[src/inc/dcpwm_regs.svh]
// Register addresses, field positions, reset values and counts of the
// dual channel modulator. Assumes inclusion by bare name from src files.
`ifndef DCPWM_REGS_SVH
`define DCPWM_REGS_SVH

// -----------------------------------------------------------------------
// Special-function register addresses
// -----------------------------------------------------------------------
`define DCPWM_ADDR_CTRL     8'hAE
`define DCPWM_ADDR_CH0_LOW  8'hB1
`define DCPWM_ADDR_CH0_HIGH 8'hB2
`define DCPWM_ADDR_CH1_LOW  8'hB3
`define DCPWM_ADDR_CH1_HIGH 8'hB4

// -----------------------------------------------------------------------
// Control fields and reset values
// -----------------------------------------------------------------------
`define DCPWM_MODE_MSB      6
`define DCPWM_MODE_LSB      4
`define DCPWM_DIV_MSB       3
`define DCPWM_DIV_LSB       2
`define DCPWM_SRC_MSB       1
`define DCPWM_SRC_LSB       0
`define DCPWM_CTRL_MASK     8'h7F
`define DCPWM_CTRL_RESET    8'h00
`define DCPWM_DATA_RESET    8'h00
`define DCPWM_READ_IDLE     8'h00

// -----------------------------------------------------------------------
// Counts
// -----------------------------------------------------------------------
`define DCPWM_XTAL_DIV      15
`define DCPWM_CNT_ZERO      16'h0000
`define DCPWM_CNT_LAST      16'hFFFF
`define DCPWM_BYTE_ZERO     8'h00
`define DCPWM_PRE_W         6

`endif

[src/inc/dcpwm_pkg.sv]
// Types shared by the modulator files.
// Assumes nothing of its surroundings.
package dcpwm_pkg;

    // -------------------------------------------------------------------
    // Operating modes, coded as the mode field holds them
    // -------------------------------------------------------------------
    typedef enum logic [2:0] {
        DCPWM_MODE_OFF    = 3'b000,
        DCPWM_MODE_VAR16  = 3'b001,
        DCPWM_MODE_TWIN8  = 3'b010,
        DCPWM_MODE_TWIN16 = 3'b011,
        DCPWM_MODE_NRZ    = 3'b100,
        DCPWM_MODE_DUAL8  = 3'b101,
        DCPWM_MODE_RZ     = 3'b110,
        DCPWM_MODE_HOLD   = 3'b111
    } dcpwm_mode_t;

    // -------------------------------------------------------------------
    // Counting clock sources
    // -------------------------------------------------------------------
    typedef enum logic [1:0] {
        DCPWM_SRC_XTAL15 = 2'b00,
        DCPWM_SRC_XTAL   = 2'b01,
        DCPWM_SRC_EXT    = 2'b10,
        DCPWM_SRC_PLL    = 2'b11
    } dcpwm_src_t;

endpackage

[src/dcpwm_tick_gen.sv]
// Counting-clock tick generator: source select, crystal divide, prescale.
// Assumes crystal and PLL clock levels are synchronous to clock; the
// external pin is not and is synchronised here.
`timescale 1ns/1ps
`include "dcpwm_regs.svh"

module dcpwm_tick_gen #(
    parameter int XTAL_DIV = `DCPWM_XTAL_DIV
) (
    input  wire logic                clock,
    input  wire logic                nrst,
    input  wire logic                crystalClock,
    input  wire logic                pllClock,
    input  wire logic                extCountClockPin,
    input  wire dcpwm_pkg::dcpwm_src_t clockSource,
    input  wire logic [1:0]          clockDivider,
    input  wire logic                restart,
    output logic                     countTick
);
    import dcpwm_pkg::*;

    if (XTAL_DIV < 2 || XTAL_DIV > 16) begin : g_bad_div
        $error("XTAL_DIV must lie in 2..16");
    end

    localparam logic [3:0] XTAL_LAST = 4'(XTAL_DIV - 1);

    logic                    xtalPrev_q, pllPrev_q;
    logic                    extSync1_q, extSync2_q, extPrev_q;
    logic [3:0]              xtalCnt_q;
    logic [`DCPWM_PRE_W-1:0] preCnt_q;
    logic                    xtalEdge, pllEdge, extEdge, xtalDivTick;
    logic                    srcTick, preWrap;
    logic [`DCPWM_PRE_W-1:0] preLast;

    // -------------------------------------------------------------------
    // Edge detection; only the second sync stage is looked at
    // -------------------------------------------------------------------
    // Reset to the high level, so a source already high at release is
    // not mistaken for a fresh rising edge
    always_ff @(posedge clock or negedge nrst) begin
        if (!nrst) begin
            xtalPrev_q <= 1'b1;
            pllPrev_q  <= 1'b1;
            extSync1_q <= 1'b1;
            extSync2_q <= 1'b1;
            extPrev_q  <= 1'b1;
        end else begin
            xtalPrev_q <= crystalClock;
            pllPrev_q  <= pllClock;
            extSync1_q <= extCountClockPin;
            extSync2_q <= extSync1_q;
            extPrev_q  <= extSync2_q;
        end
    end

    assign xtalEdge    = crystalClock & ~xtalPrev_q;
    assign pllEdge     = pllClock & ~pllPrev_q;
    assign extEdge     = extSync2_q & ~extPrev_q;
    assign xtalDivTick = xtalEdge && (xtalCnt_q == XTAL_LAST);

    // Source mux
    always_comb begin
        unique case (clockSource)
            DCPWM_SRC_XTAL15: srcTick = xtalDivTick;
            DCPWM_SRC_XTAL:   srcTick = xtalEdge;
            DCPWM_SRC_EXT:    srcTick = extEdge;
            DCPWM_SRC_PLL:    srcTick = pllEdge;
        endcase
    end

    // Prescaler limit 0, 3, 15 or 63
    assign preLast = `DCPWM_PRE_W'((1 << (2 * clockDivider)) - 1);
    assign preWrap = srcTick && (preCnt_q == preLast);

    // -------------------------------------------------------------------
    // Crystal divide-by-15 and prescaler; restarted by control writes
    // -------------------------------------------------------------------
    always_ff @(posedge clock or negedge nrst) begin
        if (!nrst) begin
            xtalCnt_q <= 4'h0;
        end else if (restart || xtalDivTick) begin
            xtalCnt_q <= 4'h0;
        end else if (xtalEdge) begin
            xtalCnt_q <= xtalCnt_q + 4'h1;
        end
    end

    always_ff @(posedge clock or negedge nrst) begin
        if (!nrst) begin
            preCnt_q  <= '0;
            countTick <= 1'b0;
        end else if (restart) begin
            preCnt_q  <= '0;
            countTick <= 1'b0;
        end else begin
            preCnt_q  <= preWrap ? '0 : preCnt_q + `DCPWM_PRE_W'(srcTick);
            countTick <= preWrap;
        end
    end

    // -------------------------------------------------------------------
    // Checks
    // -------------------------------------------------------------------
    property p_div_gap;
        @(posedge clock) disable iff (!nrst)
        (countTick && clockDivider != 2'b00) |=> !countTick [*3];
    endproperty
    a_div_gap: assert property (p_div_gap)
        else $error("divided tick came too soon");

    property p_pll_direct;
        @(posedge clock) disable iff (!nrst)
        (pllEdge && clockSource == DCPWM_SRC_PLL && clockDivider == 2'b00
         && !restart) |=> countTick;
    endproperty
    a_pll_direct: assert property (p_pll_direct)
        else $error("pll edge gave no tick");

    property p_ext_sync;
        @(posedge clock) disable iff (!nrst)
        extEdge |-> ($past(extCountClockPin, 2)
                     && !$past(extCountClockPin, 3));
    endproperty
    a_ext_sync: assert property (p_ext_sync)
        else $error("external edge not two stages late");

endmodule

[src/dcpwm_unit.sv]
// Dual channel modulator: control and data registers on the special-
// function bus, counter and waveform logic for the eight modes.
// Assumes sfr strobes and pins synchronous to clock (except the external
// count pin) and pin muxing outside that honours the drive enables.
`timescale 1ns/1ps
`include "dcpwm_regs.svh"

// Function
// - Control bits 6..4 choose the mode: 0 off, 2 twin 8-bit, 3 twin 16-bit, 5 dual 8-bit.
// - Mode 1 gives one 16-bit output with programmable pulse and cycle length.
// - Mode 4 gives two non-return-to-zero 16-bit pulse-density bitstreams.
// - Mode 6 gives two return-to-zero pulse-density outputs, low for the second half of each high cycle.
// - Mode 7 holds the counter in reset and leaves both outputs unused.
// - Control bits 3..2 divide the counting clock by 1, 4, 16 or 64.
// - Control bits 1..0 pick crystal/15, crystal, external pin or PLL clock.
// - Every control write resets the counter besides storing the settings.
// - In 16-bit modes the low byte is written first and only held.
// - A high byte write loads high and held low together, applied from the next cycle.
// - In modes 3, 4 and 6 the two pairs set the two duties; in mode 5 pair 0 sets both duties, pair 1 both periods.
// - In mode 1 the second pair sets the period and the first the duty.
// - Mode 3 counts 65536, outputs high below their pair, both rise at rollover.
// - Mode 4 outputs are high for their value out of every 65536 clocks.
// - Mode 2: second low byte sets the period, first output falls at first low byte, second output rises at second high byte and falls at first high byte.
module dcpwm_unit #(
    parameter int XTAL_DIV = `DCPWM_XTAL_DIV
) (
    input  wire logic       clock,
    input  wire logic       nrst,
    input  wire logic [7:0] sfrAddr,
    input  wire logic       sfrWrite,
    input  wire logic       sfrRead,
    input  wire logic [7:0] sfrWriteData,
    output logic      [7:0] sfrReadData,
    input  wire logic       crystalClock,
    input  wire logic       pllClock,
    input  wire logic       extCountClockPin,
    output logic            outputAPin,
    output logic            outputADriveEn,
    output logic            outputBPin,
    output logic            outputBDriveEn
);
    import dcpwm_pkg::*;

    logic [7:0]  ctrl_q, hold0Low_q, hold1Low_q;
    logic [15:0] stage0_q, stage1_q, act0_q, act1_q, cnt_q;
    logic [15:0] acc0_q, acc1_q, since_q, interval_q;
    logic        levelA_q, levelB_q;
    logic [15:0] cntNext;
    logic [16:0] sd0, sd1;
    logic        ctrlWr, tick, idle, wide, cycleEnd, applyNow, firstHalf;
    logic        levelAD, levelBD;
    dcpwm_mode_t mode;
    dcpwm_src_t  srcSel;

    // Sigma-delta step: carry out is the output bit
    function automatic logic [16:0] sdStep(input logic [15:0] acc,
                                           input logic [15:0] val);
        sdStep = {1'b0, acc} + {1'b0, val};
    endfunction

    // -------------------------------------------------------------------
    // Decode
    // -------------------------------------------------------------------
    assign ctrlWr = sfrWrite && (sfrAddr == `DCPWM_ADDR_CTRL);
    assign mode   = dcpwm_mode_t'(ctrl_q[`DCPWM_MODE_MSB:`DCPWM_MODE_LSB]);
    assign srcSel = dcpwm_src_t'(ctrl_q[`DCPWM_SRC_MSB:`DCPWM_SRC_LSB]);
    assign idle   = (mode == DCPWM_MODE_OFF) || (mode == DCPWM_MODE_HOLD);
    assign wide   = (mode == DCPWM_MODE_VAR16) || (mode == DCPWM_MODE_TWIN16)
                 || (mode == DCPWM_MODE_NRZ) || (mode == DCPWM_MODE_RZ);
    assign sd0    = sdStep(acc0_q, act0_q);
    assign sd1    = sdStep(acc1_q, act1_q);

    dcpwm_tick_gen #(
        .XTAL_DIV         (XTAL_DIV)
    ) u_tick (
        .clock            (clock),
        .nrst             (nrst),
        .crystalClock     (crystalClock),
        .pllClock         (pllClock),
        .extCountClockPin (extCountClockPin),
        .clockSource      (srcSel),
        .clockDivider     (ctrl_q[`DCPWM_DIV_MSB:`DCPWM_DIV_LSB]),
        .restart          (ctrlWr),
        .countTick        (tick)
    );

    // -------------------------------------------------------------------
    // Register writes
    // -------------------------------------------------------------------
    // Control write stores settings; bit 7 is not kept
    always_ff @(posedge clock or negedge nrst) begin
        if (!nrst) begin
            ctrl_q <= `DCPWM_CTRL_RESET;
        end else if (ctrlWr) begin
            ctrl_q <= sfrWriteData & `DCPWM_CTRL_MASK;
        end
    end

    // Low bytes go to a hidden holder; in 8-bit modes they are also staged at once
    always_ff @(posedge clock or negedge nrst) begin
        if (!nrst) begin
            hold0Low_q <= `DCPWM_DATA_RESET;
            hold1Low_q <= `DCPWM_DATA_RESET;
            stage0_q   <= {`DCPWM_DATA_RESET, `DCPWM_DATA_RESET};
            stage1_q   <= {`DCPWM_DATA_RESET, `DCPWM_DATA_RESET};
        end else if (sfrWrite) begin
            unique case (sfrAddr)
                `DCPWM_ADDR_CH0_LOW: begin
                    hold0Low_q <= sfrWriteData;
                    if (!wide) begin
                        stage0_q[7:0] <= sfrWriteData;
                    end
                end
                `DCPWM_ADDR_CH1_LOW: begin
                    hold1Low_q <= sfrWriteData;
                    if (!wide) begin
                        stage1_q[7:0] <= sfrWriteData;
                    end
                end
                `DCPWM_ADDR_CH0_HIGH: stage0_q <= {sfrWriteData, hold0Low_q};
                `DCPWM_ADDR_CH1_HIGH: stage1_q <= {sfrWriteData, hold1Low_q};
                default: ;
            endcase
        end
    end

    // Read port; low addresses return the held byte software wrote
    always_ff @(posedge clock or negedge nrst) begin
        if (!nrst) begin
            sfrReadData <= `DCPWM_READ_IDLE;
        end else if (sfrRead) begin
            unique case (sfrAddr)
                `DCPWM_ADDR_CTRL:     sfrReadData <= ctrl_q;
                `DCPWM_ADDR_CH0_LOW:  sfrReadData <= hold0Low_q;
                `DCPWM_ADDR_CH0_HIGH: sfrReadData <= stage0_q[15:8];
                `DCPWM_ADDR_CH1_LOW:  sfrReadData <= hold1Low_q;
                `DCPWM_ADDR_CH1_HIGH: sfrReadData <= stage1_q[15:8];
                default:              sfrReadData <= `DCPWM_READ_IDLE;
            endcase
        end
    end

    // -------------------------------------------------------------------
    // Cycle end and counter step per mode
    // -------------------------------------------------------------------
    always_comb begin
        cntNext  = cnt_q + 16'h0001;
        cycleEnd = 1'b0;
        unique case (mode)
            DCPWM_MODE_VAR16:
                cycleEnd = (cnt_q == act1_q - 16'h0001);
            DCPWM_MODE_TWIN8:
                cycleEnd = (cnt_q[7:0] == act1_q[7:0]);
            DCPWM_MODE_DUAL8: begin
                cycleEnd = (cnt_q[7:0] == act1_q[7:0]);
                cntNext[7:0]  = cycleEnd ? `DCPWM_BYTE_ZERO
                                         : cnt_q[7:0] + 8'h01;
                cntNext[15:8] = (cnt_q[15:8] == act1_q[15:8])
                              ? `DCPWM_BYTE_ZERO : cnt_q[15:8] + 8'h01;
            end
            DCPWM_MODE_TWIN16, DCPWM_MODE_NRZ, DCPWM_MODE_RZ:
                cycleEnd = (cnt_q == `DCPWM_CNT_LAST);
            DCPWM_MODE_OFF, DCPWM_MODE_HOLD:
                cycleEnd = 1'b1;
        endcase
        if (cycleEnd && mode != DCPWM_MODE_DUAL8) begin
            cntNext = `DCPWM_CNT_ZERO;
        end
    end

    // New data only at a cycle boundary, so a running cycle finishes
    assign applyNow = ctrlWr || idle || (tick && cycleEnd);

    always_ff @(posedge clock or negedge nrst) begin
        if (!nrst) begin
            act0_q <= `DCPWM_CNT_ZERO;
            act1_q <= `DCPWM_CNT_ZERO;
        end else if (applyNow) begin
            act0_q <= stage0_q;
            act1_q <= stage1_q;
        end
    end

    // Counter and accumulators; control write or idle clears them
    always_ff @(posedge clock or negedge nrst) begin
        if (!nrst) begin
            cnt_q  <= `DCPWM_CNT_ZERO;
            acc0_q <= `DCPWM_CNT_ZERO;
            acc1_q <= `DCPWM_CNT_ZERO;
        end else if (ctrlWr || idle) begin
            cnt_q  <= `DCPWM_CNT_ZERO;
            acc0_q <= `DCPWM_CNT_ZERO;
            acc1_q <= `DCPWM_CNT_ZERO;
        end else if (tick) begin
            cnt_q  <= cntNext;
            acc0_q <= sd0[15:0];
            acc1_q <= sd1[15:0];
        end
    end

    // -------------------------------------------------------------------
    // Output levels, evaluated once per tick
    // -------------------------------------------------------------------
    always_comb begin
        levelAD = 1'b0;
        levelBD = 1'b0;
        unique case (mode)
            DCPWM_MODE_VAR16:
                levelAD = cnt_q < act0_q;
            DCPWM_MODE_TWIN8: begin
                levelAD = cnt_q[7:0] < act0_q[7:0];
                levelBD = (cnt_q[7:0] >= act1_q[15:8])
                       && (cnt_q[7:0] < act0_q[15:8]);
            end
            DCPWM_MODE_TWIN16: begin
                levelAD = cnt_q < act0_q;
                levelBD = cnt_q < act1_q;
            end
            DCPWM_MODE_DUAL8: begin
                levelAD = cnt_q[7:0] < act0_q[7:0];
                levelBD = cnt_q[15:8] < act0_q[15:8];
            end
            DCPWM_MODE_NRZ, DCPWM_MODE_RZ: begin
                levelAD = sd0[16];
                levelBD = sd1[16];
            end
            DCPWM_MODE_OFF, DCPWM_MODE_HOLD: ;
        endcase
    end

    always_ff @(posedge clock or negedge nrst) begin
        if (!nrst) begin
            levelA_q <= 1'b0;
            levelB_q <= 1'b0;
        end else if (ctrlWr || idle) begin
            levelA_q <= 1'b0;
            levelB_q <= 1'b0;
        end else if (tick) begin
            levelA_q <= levelAD;
            levelB_q <= levelBD;
        end
    end

    // Tick spacing is measured so return-to-zero can drop at half time;
    // with irregular source edges the half is only as good as the last one
    always_ff @(posedge clock or negedge nrst) begin
        if (!nrst) begin
            since_q    <= `DCPWM_CNT_ZERO;
            interval_q <= `DCPWM_CNT_ZERO;
        end else if (tick) begin
            since_q    <= `DCPWM_CNT_ZERO;
            interval_q <= since_q + 16'h0001;
        end else if (since_q != `DCPWM_CNT_LAST) begin
            since_q    <= since_q + 16'h0001;
        end
    end

    assign firstHalf = since_q < {1'b0, interval_q[15:1]};

    // Pins and drive enables, all registered
    always_ff @(posedge clock or negedge nrst) begin
        if (!nrst) begin
            outputAPin     <= 1'b0;
            outputBPin     <= 1'b0;
            outputADriveEn <= 1'b0;
            outputBDriveEn <= 1'b0;
        end else begin
            outputAPin     <= levelA_q && (mode != DCPWM_MODE_RZ
                                           || firstHalf);
            outputBPin     <= levelB_q && (mode != DCPWM_MODE_RZ
                                           || firstHalf);
            outputADriveEn <= !idle;
            outputBDriveEn <= !idle && mode != DCPWM_MODE_VAR16;
        end
    end

    // -------------------------------------------------------------------
    // Checks
    // -------------------------------------------------------------------
    property p_ctrl_clear;
        @(posedge clock) disable iff (!nrst)
        ctrlWr |=> (cnt_q == `DCPWM_CNT_ZERO && acc0_q == `DCPWM_CNT_ZERO);
    endproperty
    a_ctrl_clear: assert property (p_ctrl_clear)
        else $error("control write left counter running");

    property p_hold_quiet;
        @(posedge clock) disable iff (!nrst)
        (mode == DCPWM_MODE_HOLD) [*3] |->
            (cnt_q == `DCPWM_CNT_ZERO && !outputAPin && !outputBPin
             && !outputADriveEn);
    endproperty
    a_hold_quiet: assert property (p_hold_quiet)
        else $error("hold mode not quiet");

    property p_apply_at_end;
        @(posedge clock) disable iff (!nrst)
        !$stable(act0_q) |-> $past(applyNow);
    endproperty
    a_apply_at_end: assert property (p_apply_at_end)
        else $error("data applied mid cycle");

    property p_low_hidden;
        @(posedge clock) disable iff (!nrst)
        (wide && sfrWrite && sfrAddr == `DCPWM_ADDR_CH0_LOW) |=>
            $stable(stage0_q);
    endproperty
    a_low_hidden: assert property (p_low_hidden)
        else $error("low byte applied without high byte");

    property p_twin16_level;
        @(posedge clock) disable iff (!nrst)
        (mode == DCPWM_MODE_TWIN16 && tick && !ctrlWr) |=>
            (levelA_q == $past(cnt_q < act0_q));
    endproperty
    a_twin16_level: assert property (p_twin16_level)
        else $error("twin 16-bit level wrong");

    property p_var16_wrap;
        @(posedge clock) disable iff (!nrst)
        (mode == DCPWM_MODE_VAR16 && tick && !ctrlWr
         && cnt_q == act1_q - 16'h0001) |=> cnt_q == `DCPWM_CNT_ZERO;
    endproperty
    a_var16_wrap: assert property (p_var16_wrap)
        else $error("period end missed");

    // A high bit must coincide with the accumulator wrapping round
    property p_nrz_carry;
        @(posedge clock) disable iff (!nrst)
        (mode == DCPWM_MODE_NRZ && tick && !ctrlWr) |=>
            (levelA_q == (acc0_q < $past(acc0_q)));
    endproperty
    a_nrz_carry: assert property (p_nrz_carry)
        else $error("density bit not the accumulator carry");

endmodule

[config.mk]
export PLATFORM = sky130hd
export DESIGN_NAME = dcpwm_unit
export DESIGN_NICKNAME = d
export VERILOG_FILES = /design/src/inc/dcpwm_pkg.sv /design/src/dcpwm_tick_gen.sv /design/src/dcpwm_unit.sv
export VERILOG_INCLUDE_DIRS = /design/src /design/src/inc
export SDC_FILE = /design/constraint.sdc
export NUM_CORES = 1
export LEC_CHECK = 0
export BUFFER_PORTS_ARGS = -buffer_cell sky130_fd_sc_hd__buf_2
export CAP_MARGIN = 0
export CELL_PAD_IN_SITES_DETAIL_PLACEMENT = 2
export CELL_PAD_IN_SITES_GLOBAL_PLACEMENT = 2
export CORE_UTILIZATION = 38
export CTS_BUF_LIST = sky130_fd_sc_hd__clkbuf_16
export CTS_CLUSTER_SIZE = 8
export DETAILED_ROUTE_END_ITERATION = 8
export PLACE_DENSITY = 0.77
export SYNTH_ARGS = -nofsm -noshare
export SYNTH_HDL_FRONTEND = slang
export SYNTH_SLANG_ARGS = --single-unit
[constraint.sdc]
create_clock -name clock -period 3.4 [get_ports clock]
set_clock_uncertainty 0.05 [all_clocks]
set_input_delay 0.17 -clock clock [delete_from_list [all_inputs] [get_ports clock]]
set_output_delay 0.17 -clock clock [all_outputs]
set_load 0.01 [all_outputs]
==> flow_summary.yaml, run 1 <==
sta:
  relSlewSlack: 0.309
  fmaxAchievable_ghz: 0.279
  finalSetupViolCount: 48
  fin_ws_ns: -0.182
  tightestPinTransition_ns: 1.04
  fin_crit_ns: 3.58
  slew_viol_final: 0
  rsz0062_at_grt: "true"
  fin_crit_sh: 1.05
  fin_setup_tns_ns: -5.45
  hold_viol: 0
outcome:
  status: "complete, but fails checks"
  failed_checks: "negative setup slack"
floorplanning:
  die_area_um2: 33000
  core_area_um2: 31600
  die_x_um: 182
  std_cell_rows: 65
  dieHeight_um: 182
  initial_core_util: 0.387
  io_pins: 35
yosys:
  netlist_area_um2: 12300
  ys_warn_count: 0
  yosysTopAreaCell: "dfrtp_1"
  async_flop_share: 1.00
  synth_cells: 1236
  synth_seq_area_share: 0.401
  avgSynthCellArea_um2: 9.91
  synth_most_common_cell: "dfrtp_1"
  ys.flop_type: "dfrtp_1"
  synth_common_cells: "dfrtp_1 (191), nor2_1 (108), ha_1 (104), nand2_1 (83), a21oi_1 (72)"
  synth-edff-count: 0
  syn-num-nets: 1365
  synth_top_area_frac: 0.390
  ys_top_cells_by_area: "dfrtp_1 (39%), ha_1 (11%), mux2_2 (4.5%), nor2_1 (3.3%), mux2i_1 (3.1%)"
  synth.distinct_cells: 81
  ys_seq_elements: 196
setup_path:
  endpoint_kind: "register"
  criticalPathCategory: "register to register"
  r2r_start: "act1_q[2]"
  r2r_cells: 9
  rr_endpoint: "act1_q[1]"
  critPathRequiredTime_ns: 3.69
  reg2reg_slack_ns: -0.18
  cp_max_fo: 7
  arrival_ns: 3.87
  worst_setup_path_start_kind: "register"
clock_network:
  htreeDepth: 4
  clock-root-buffer: "clkbuf_16"
  cts_made_buffers: 17
  clk_latency_ns: 0.47
  clock_path_buffers: 2
  cts_tree: "done"
  clkTransAtPathRegs_ns: 0.09
  cts.sinks: 196
pwr:
  pwr_density_cell_nw_per_um2: 507
  vdd_drop_max_uv: 409
  leakagePower_nw: 6.71
grt:
  use_met3: 0.0343
  busiest_layer: "met2"
  grtUsageTotal: 0.262
  antenna_found_initial: 1
  grt_max_degree: 80
  grt_pass1_wl_um: 65900
  grt_pass1_vias: 11500
  use_met1: 0.310
  use_met2: 0.464
  overflow: 0
detailed_routing:
  via_count: 10500
  drc: 0
  vias_per_cell: 6.04
  drtIter0Drc: 583
  post_drt_wl_per_cell_um: 26.3
  drt_wl_total_um: 45700
  drtAntennaViolNets: 0
  drtPass1Iterations: 7
cells_and_area:
  area_delta_synth_final_pct: 17.0
  antennaDiodeCount: 0
  nets: 1456
  drive_gt1_frac: 0.199
  finalNonFillerCells: 1740
  n_fill_cell: 3262
place:
  io_buffers: 34
  dp_hpwl_um: 29800
  routabilityCongestion: 0.890
  post-place-ws_ns: -0.216
  placed_cells: 1678
job:
  cap_violations: 0
worst_hold_path:
  hold_class: "input pin to register"
  min_from: "sfrWriteData[6]"
  holdPathStages: 3
  hold_end: "stage1_q[6]"
## power by group
| group | switching, mW | leakage [nW] | total (mW) | internal (mW) |
|---|---|---|---|---|
| logic | 1.32 | 3.78 | 2.33 | 1.01 |
| registers | 0.249 | 2.64 | 2.82 | 2.58 |
| clock network | 1.02 | 0.285 | 2.12 | 1.09 |
| total | 2.59 | 6.71 | 7.27 | 4.68 |
## timing repair
item,4_1_cts,5_1_grt
gates cloned,1,3
pin swaps,3,20
buffers inserted,8,12
resized for setup,20,43
setup endpoints to repair,48,47
endpoints found under the hold margin,72,0
hold buffers,8,0
## stage by stage
| step | total power [mW] | hold slack (ns) | utilization | area [um2] |
|---|---|---|---|---|
| global route | 7.59 | 0.0277 | 0.453 | 14300 |
| floorplan | 4.06 | -0.176 | - | 12300 |
| global placement | 4.56 | 0.181 | 0.415 | 13100 |
| detailed placement | 4.69 | 0.189 | 0.415 | 13100 |
| finish | 7.27 | 0.0285 | 0.453 | 14300 |
| CTS | 6.99 | 0.00874 | 0.441 | 14000 |
## worst max-delay path by stage
stage          slack [ns]      start         to
3_3_place_gp       -0.005  act1_q[0]   cnt_q[5]
6_report            -0.18  act1_q[2]  act1_q[1]
5_1_grt             -0.21  act1_q[1]   cnt_q[9]
4_1_cts             0.009  act1_q[0]  act0_q[4]
2_1_floorplan        0.15  act1_q[3]  act0_q[0]
3_5_place_dp        -0.22  act1_q[1]  cnt_q[15]
## cells by family (layout without fill, tap and decap cells)
family / count (synthesis) / count (layout) / share of synthesized area
AO/OA/AOI/OAI: 262 / 263 / 0.141
XOR/XNOR: 65 / 65 / 0.0476
adder cells (fa/ha/maj): 106 / 106 / 0.109
buffers and inverters: 118 / 217 / 0.0414
flip-flops: 196 / 196 / 0.401
multiplexers: 117 / 117 / 0.104
AND/OR/NAND/NOR: 372 / 374 / 0.156
## worst max-delay path: stages, from the launching register on
cell and delay [ns]:
dfrtp_2 0.48, or4_4 0.62, nor3_4 0.27, xnor2_1 0.14, nor3_1 0.42, o311ai_4 0.18
o41ai_4 0.41, o211a_4 0.32, buf_4 0.18, mux2_2 0.36
## final cells by class
type	instances	area (um2)	share of cell area
clock inverter	13	151	0.0106
timing repair buffer	119	903	0.0630
sequential	196	4920	0.343
clock buffer	17	425	0.0297
multi-input combinational	925	7180	0.501
tap	402	503	0.0351
inverter	68	255	0.0178
## cell usage in the layout, fill, tap and decap left out, drive strengths merged, types with 6 or more instances in the layout
master	synthesis	routed
dfrtp	191	191
buf	16	109
nor2	108	108
ha	104	104
nand2	84	85
mux2	79	79
inv	68	74
a21oi	72	72
o21ai	44	44
xnor2	39	39
mux2i	38	38
a31oi	33	33
nand3	31	31
a21o	26	26
xor2	25	25
nor3	25	25
clkbuf	34	19
nand2b	18	18
and3	15	15
nor2b	15	15
or2	14	14
nand4	12	12
nor4	10	10
dlygate4sd3	0	8
o21a	7	7
a222oi	7	7
or4	6	7
or3	6	6
and2	6	6
o211ai	6	6
a211oi	6	6
o31ai	6	6
a21boi	6	6
nor3b	6	6
## per-layer routing
| layer | vias up | share of wire |
|---|---|---|
| met5 | - | 0 |
| met4 | 0 | 0.053 |
| met3 | 137 | 0.038 |
| met2 | 345 | 0.51 |
| met1 | 5403 | 0.40 |
| li1 | 4624 | - |
## flip-flops by register name, summed over array words and instances (netlist names), 4 cells and up
register and count:
since_q 16, stage0_q 16, acc0_q 16, cnt_q 16
hold1Low_q 8, u_tick.xtalCnt_q 4, interval_q 15, hold0Low_q 8
sfrReadData 8, ctrl_q 7, acc1_q 16, u_tick.preCnt_q 6
act0_q 16, stage1_q 16, act1_q 16
No activity file was read; power rests on OpenSTA's default activity.
==> run 2, diff against run 1 <==
--- a/config.mk
+++ b/config.mk
@@ -10,11 +10,11 @@
 export CAP_MARGIN = 0
 export CELL_PAD_IN_SITES_DETAIL_PLACEMENT = 2
 export CELL_PAD_IN_SITES_GLOBAL_PLACEMENT = 2
-export CORE_UTILIZATION = 38
+export CORE_UTILIZATION = 42
 export CTS_BUF_LIST = sky130_fd_sc_hd__clkbuf_16
 export CTS_CLUSTER_SIZE = 8
 export DETAILED_ROUTE_END_ITERATION = 8
-export PLACE_DENSITY = 0.77
+export PLACE_DENSITY = 0.8
 export SYNTH_ARGS = -nofsm -noshare
 export SYNTH_HDL_FRONTEND = slang
 export SYNTH_SLANG_ARGS = --single-unit
==> constraint.sdc (replaced) <==
create_clock -name clock -period 4 [get_ports clock]
set_clock_uncertainty 0.05 [all_clocks]
set_input_delay 0.2 -clock clock [delete_from_list [all_inputs] [get_ports clock]]
set_output_delay 0.2 -clock clock [all_outputs]
set_load 0.01 [all_outputs]
==> run 2 against run 1 <==
Against the previous run:
- the flow now finishes without violations
- highest routed layer unchanged
- non-clock buffer count decreased by 62
- wire length decreased by 11%
- hold slack improved by 0.0083 ns
- sequential share of layout area increased by 2.1 points
- register-to-register slack improved by 0.26 ns
- final area decreased by 5.8%
- setup slack improved by 0.26 ns
- maximum frequency decreased by 8.8%
- utilization increased by 1.7 points
- first-iteration DRC count decreased by 9.9%
- power decreased by 21%
==> flow_summary.yaml, run 2 (synthesized netlist as in run 1, its figures left out) <==
detailed_routing:
  vias_per_cell: 6.01
  via_count: 9972
  drtPass1Iterations: 5
  drc: 0
  post_drt_wl_per_cell_um: 24.6
  drtIter0Drc: 525
  drtAntennaViolNets: 0
  drt_wl_total_um: 40800
clock_network:
  clkTransAtPathRegs_ns: 0.08
  clock_path_buffers: 2
  cts_made_buffers: 17
  cts.sinks: 196
  clock-root-buffer: "clkbuf_16"
  cts_tree: "done"
  htreeDepth: 4
  post_cts_buffers: 0
  clk_latency_ns: 0.45
pwr:
  power.total_mw: 5.74
  pwr_density_cell_nw_per_um2: 425
  leakagePower_nw: 6.29
  vdd_drop_max_uv: 242
floorplanning:
  std_cell_rows: 62
  initial_core_util: 0.427
  die_x_um: 173
  dieHeight_um: 173
  die_area_um2: 29900
  io_pins: 35
  core_area_um2: 28700
grt:
  antenna_found_initial: 0
  grtUsageTotal: 0.278
  use_met2: 0.478
  use_met3: 0.0372
  use_met1: 0.343
  overflow: 0
  grt_max_degree: 107
  grt_pass1_wl_um: 64200
  busiest_layer: "met2"
  grt_pass1_vias: 11200
cells_and_area:
  final_common_cell: "dfrtp_1"
  n_fill_cell: 3090
  drive_gt1_frac: 0.131
  final_area_um2: 13500
  final_cell_mix: "dfrtp_1 (190), nor2_1 (108), ha_1 (103), nand2_1 (83), a21oi_1 (72)"
  seq_area_um2: 4910
  postLayoutCoreUtil: 0.470
  multiInputGateArea_um2: 6900
  nets: 1392
  area_delta_synth_final_pct: 10.2
  antennaDiodeCount: 0
  finalNonFillerCells: 1660
place:
  io_buffers: 34
  placed_area_um2: 12800
  placed_cells: 1623
  post-place-ws_ns: 0.0686
  dp_hpwl_um: 28600
  routabilityCongestion: 0.896
setup_path:
  endpoint_kind: "register"
  arrival_ns: 4.19
  worst_setup_path_start_kind: "register"
  criticalPathCategory: "register to register"
  critPathRequiredTime_ns: 4.26
  cp_max_fo: 16
sta:
  fin_crit_ns: 3.93
  relSlewSlack: 0.322
  fin_ws_ns: 0.0729
  fin_crit_sh: 0.982
  tightestPinTransition_ns: 1.02
  finalSetupViolCount: 0
  fmaxAchievable_ghz: 0.255
  fin_setup_tns_ns: 0
  whs_ns: 0.0368
  slew_viol_final: 0
  hold_viol: 0
worst_hold_path:
  hold_class: "input pin to register"
outcome:
  status: "completed"
job:
  cap_violations: 0
==> run 2: cell types whose count changed in the layout (fill, tap and decap cells not counted), sizes merged <==
cell / delta
buf: -57
o32ai: -1
dlygate4sd3: -4
clkbuf: -1
o211a: +1
or4: -1
inv: +2
nand2: -1
==> run 2: path summary, 6_finish.rpt <==
| kind | slack, ns | startpoint | cells after the start | end |
|---|---|---|---|---|
| setup / recovery | 0.07 | act1_q[1] | 10 | act0_q[4] |
| hold / removal | 0.04 | sfrAddr[4] | 3 | sfrReadData[7] |
| setup reg to reg | 0.07 | act1_q[1] | 10 | act0_q[4] |
| hold reg to reg | 0.32 | u_tick.extSync1_q | 0 | u_tick.extSync2_q |
| max in group asynchronous | 2.55 | nrst | 3 | stage1_q[5] |
| min in group asynchronous | 0.36 | nrst | 2 | acc1_q[8] |
==> run 2: cell type report <==
class / instances / area share
multi-input combinational: 923 / 0.511
sequential: 196 / 0.364
tap: 384 / 0.0356
clock buffer: 17 / 0.0315
timing repair buffer: 57 / 0.0277
inverter: 68 / 0.0189
clock inverter: 15 / 0.0115
==> run 2: worst max-delay path: stages, from the launching register on <==
cell	delay (ns)
dfrtp_1	0.44
inv_1	0.18
ha_2	0.26
or3b_2	0.57
nor4_1	0.31
xnor2_1	0.16
nor3_1	0.35
nor2_1	0.13
o41ai_4	0.50
o211a_4	0.43
mux2_1	0.39
==> run 2: layer usage <==
metal,vias to the layer above,share of wire
li1,4502,-
met1,5120,0.43
met2,242,0.50
met3,108,0.032
met4,0,0.043
met5,-,0
==> run 2: power by group <==
| group | switching, mW | leakage (nW) | internal, mW |
|---|---|---|---|
| Clock | 0.856 | 0.292 | 0.932 |
| Sequential | 0.234 | 2.64 | 2.19 |
| Combinational | 0.902 | 3.35 | 0.632 |
| Total | 1.99 | 6.29 | 3.75 |
==> run 2: what timing repair did <==
action,4_1_cts,5_1_grt
gates resized for setup,1,7
pin swaps,0,0
hold buffers,4,0
setup endpoints to repair,2,41
cloned,0,1
endpoints found under the hold margin,102,0
==> run 3, diff against run 2 <==
--- a/config.mk
+++ b/config.mk
@@ -14,7 +14,7 @@
 export CTS_BUF_LIST = sky130_fd_sc_hd__clkbuf_16
 export CTS_CLUSTER_SIZE = 8
 export DETAILED_ROUTE_END_ITERATION = 8
-export PLACE_DENSITY = 0.8
+export PLACE_DENSITY = 0.83
 export SYNTH_ARGS = -nofsm -noshare
 export SYNTH_HDL_FRONTEND = slang
 export SYNTH_SLANG_ARGS = --single-unit
==> run 3 against run 2 <==
Against the previous run:
- the flow now finishes with violations (negative setup slack)
- combinational power grew 5%
- count of clock-buffer cells in the layout is the same
- maximum frequency shrank 2.3%
- via count grew 3.8%
- wire length grew 9.5%
- power grew 2.3%
- cell count grew 0.54%
- hold slack lost 0.028 ns
- first-iteration DRC count grew 23%
- non-clock buffer count grew 8
- global-route usage grew 1.9 points
- utilization grew 0.35 points
==> flow_summary.yaml, run 3 (synthesized netlist as in run 1, its figures left out) <==
outcome:
  status: "complete, but fails checks"
  failed_checks: "negative setup slack"
clock_network:
  clock-root-buffer: "clkbuf_16"
  clk_latency_ns: 0.45
  clock_path_buffers: 2
  cts.sinks: 196
  clkTransAtPathRegs_ns: 0.07
  cts_tree: "done"
  cts_made_buffers: 17
  htreeDepth: 4
sta:
  fin_crit_ns: 4.02
  relSlewSlack: 0.285
  fin_crit_sh: 1.01
  hold_viol: 0
  tightestPinTransition_ns: 1.07
  finalSetupViolCount: 2
  fmaxAchievable_ghz: 0.249
  slew_viol_final: 0
  fin_ws_ns: -0.0204
grt:
  antenna_found_initial: 5
  grt_max_degree: 117
  grt_pass1_wl_um: 67800
  grtUsageTotal: 0.296
  grt_pass1_vias: 11500
  overflow: 0
floorplanning:
  io_pins: 35
  dieHeight_um: 173
  die_area_um2: 29900
  std_cell_rows: 62
  initial_core_util: 0.427
  die_x_um: 173
  core_area_um2: 28700
place:
  dp_hpwl_um: 29700
  io_buffers: 34
  routabilityCongestion: 0.881
  placed_cells: 1627
  placed_area_um2: 12800
  post-place-ws_ns: 0.124
setup_path:
  critPathBufInv: 2
  reg2reg_slack_ns: -0.02
  critPathTopFamily: "simple AND/OR/NAND/NOR gates"
  rr_endpoint: "act0_q[14]"
  cp_max_fo: 16
  r2r_start: "act1_q[1]"
  critPathMaxStageDelay_ns: 0.67
  crit_chain: "inv_2 > ha_2 > or4b_2 > nor4_1 > nor3b_4 > xor2_1 > o2111ai_2 > o41ai_4 > buf_4 > o211a_4 > mux2_1"
  r2r_cells: 11
  worst_setup_path_start_kind: "register"
  critPathSlowestCell: "or4b_2"
  worstSetupStartpoint: "act1_q[1]"
  criticalPathCategory: "register to register"
  arrival_ns: 4.29
  critPathRequiredTime_ns: 4.27
  endpoint_kind: "register"
detailed_routing:
  drtIter0Drc: 644
  post_drt_wl_per_cell_um: 26.7
  drtPass1Iterations: 6
  via_count: 10400
  drt_wl_total_um: 44600
  drc: 0
  drtAntennaViolNets: 0
  vias_per_cell: 6.20
worst_hold_path:
  hold_class: "input pin to register"
  holdPathStages: 3
  min_from: "sfrAddr[4]"
  hold_end: "sfrReadData[7]"
cells_and_area:
  postLayoutCoreUtil: 0.474
  finalNonFillerCells: 1669
  final_area_um2: 13600
  final_common_cell: "dfrtp_1"
  nets: 1400
  area_delta_synth_final_pct: 11.0
  final_cell_mix: "dfrtp_1 (190), nor2_1 (108), ha_1 (103), nand2_1 (83), a21oi_1 (72)"
  drive_gt1_frac: 0.140
  n_fill_cell: 3035
pwr:
  vdd_drop_max_uv: 353
  pwr_density_cell_nw_per_um2: 432
  leakagePower_nw: 6.34
  power.total_mw: 5.88
job:
  cap_violations: 0
-- run 3: layer usage --
layer  up-vias  global-route usage  share of wire
li1       4524                   -              -
met1      5355               0.359           0.41
met2       353               0.511           0.50
met3       117              0.0521          0.046
met4         2               0.141          0.042
met5         -                   0        0.00020
-- run 3: report_power, final --
group	total (mW)	leakage, nW	internal, mW	switching (mW)
Clock	1.83	0.300	0.944	0.885
Combinational	1.61	3.40	0.649	0.961
Sequential	2.44	2.64	2.19	0.251
-- run 3: cell type report --
class,instances,area [um2],area share
clock inverters,15,171,0.0126
repair buffers,65,447,0.0328
multi-input cells,923,6910,0.508
inverters,68,255,0.0188
flip-flops and latches,196,4910,0.361
diodes,1,2.50,0.000184
clock buffers,17,425,0.0313
well taps,384,480,0.0353
-- run 3: how the worst max path moves through the flow --
stage	to	slack (ns)	cells past startpoint
5_1_grt	act1_q[5]	-0.09	11
4_1_cts	act0_q[6]	0.06	10
2_1_floorplan	act0_q[0]	0.75	12
6_report	act0_q[14]	-0.02	11
3_3_place_gp	cnt_q[15]	0.32	11
3_5_place_dp	act0_q[13]	0.12	10
-- run 3: worst reg2reg max path: stages (launching register included) --
cell and delay [ns]:
dfrtp_1 0.45, inv_2 0.13, ha_2 0.24, or4b_2 0.67, nor4_1 0.49, nor3b_4 0.10, xor2_1 0.20, o2111ai_2 0.22
o41ai_4 0.36, buf_4 0.19, o211a_4 0.38, mux2_1 0.41
-- run 3: stage by stage --
stage	hold WS, ns	TNS, ns
floorplan	-0.146	0
CTS	0.0137	0
finish	0.00880	-0.0217
global route	0.0429	-0.821
global placement	0.258	0
detailed placement	0.257	0
-- run 3: what timing repair did --
action                                 CTS  global route
hold buffers                             4             0
resized for setup                        4             8
buffers inserted                         0             4
gates cloned                             0             1
endpoints found under the hold margin  112             0
setup endpoints to repair               38            39
pin swaps                                0             1
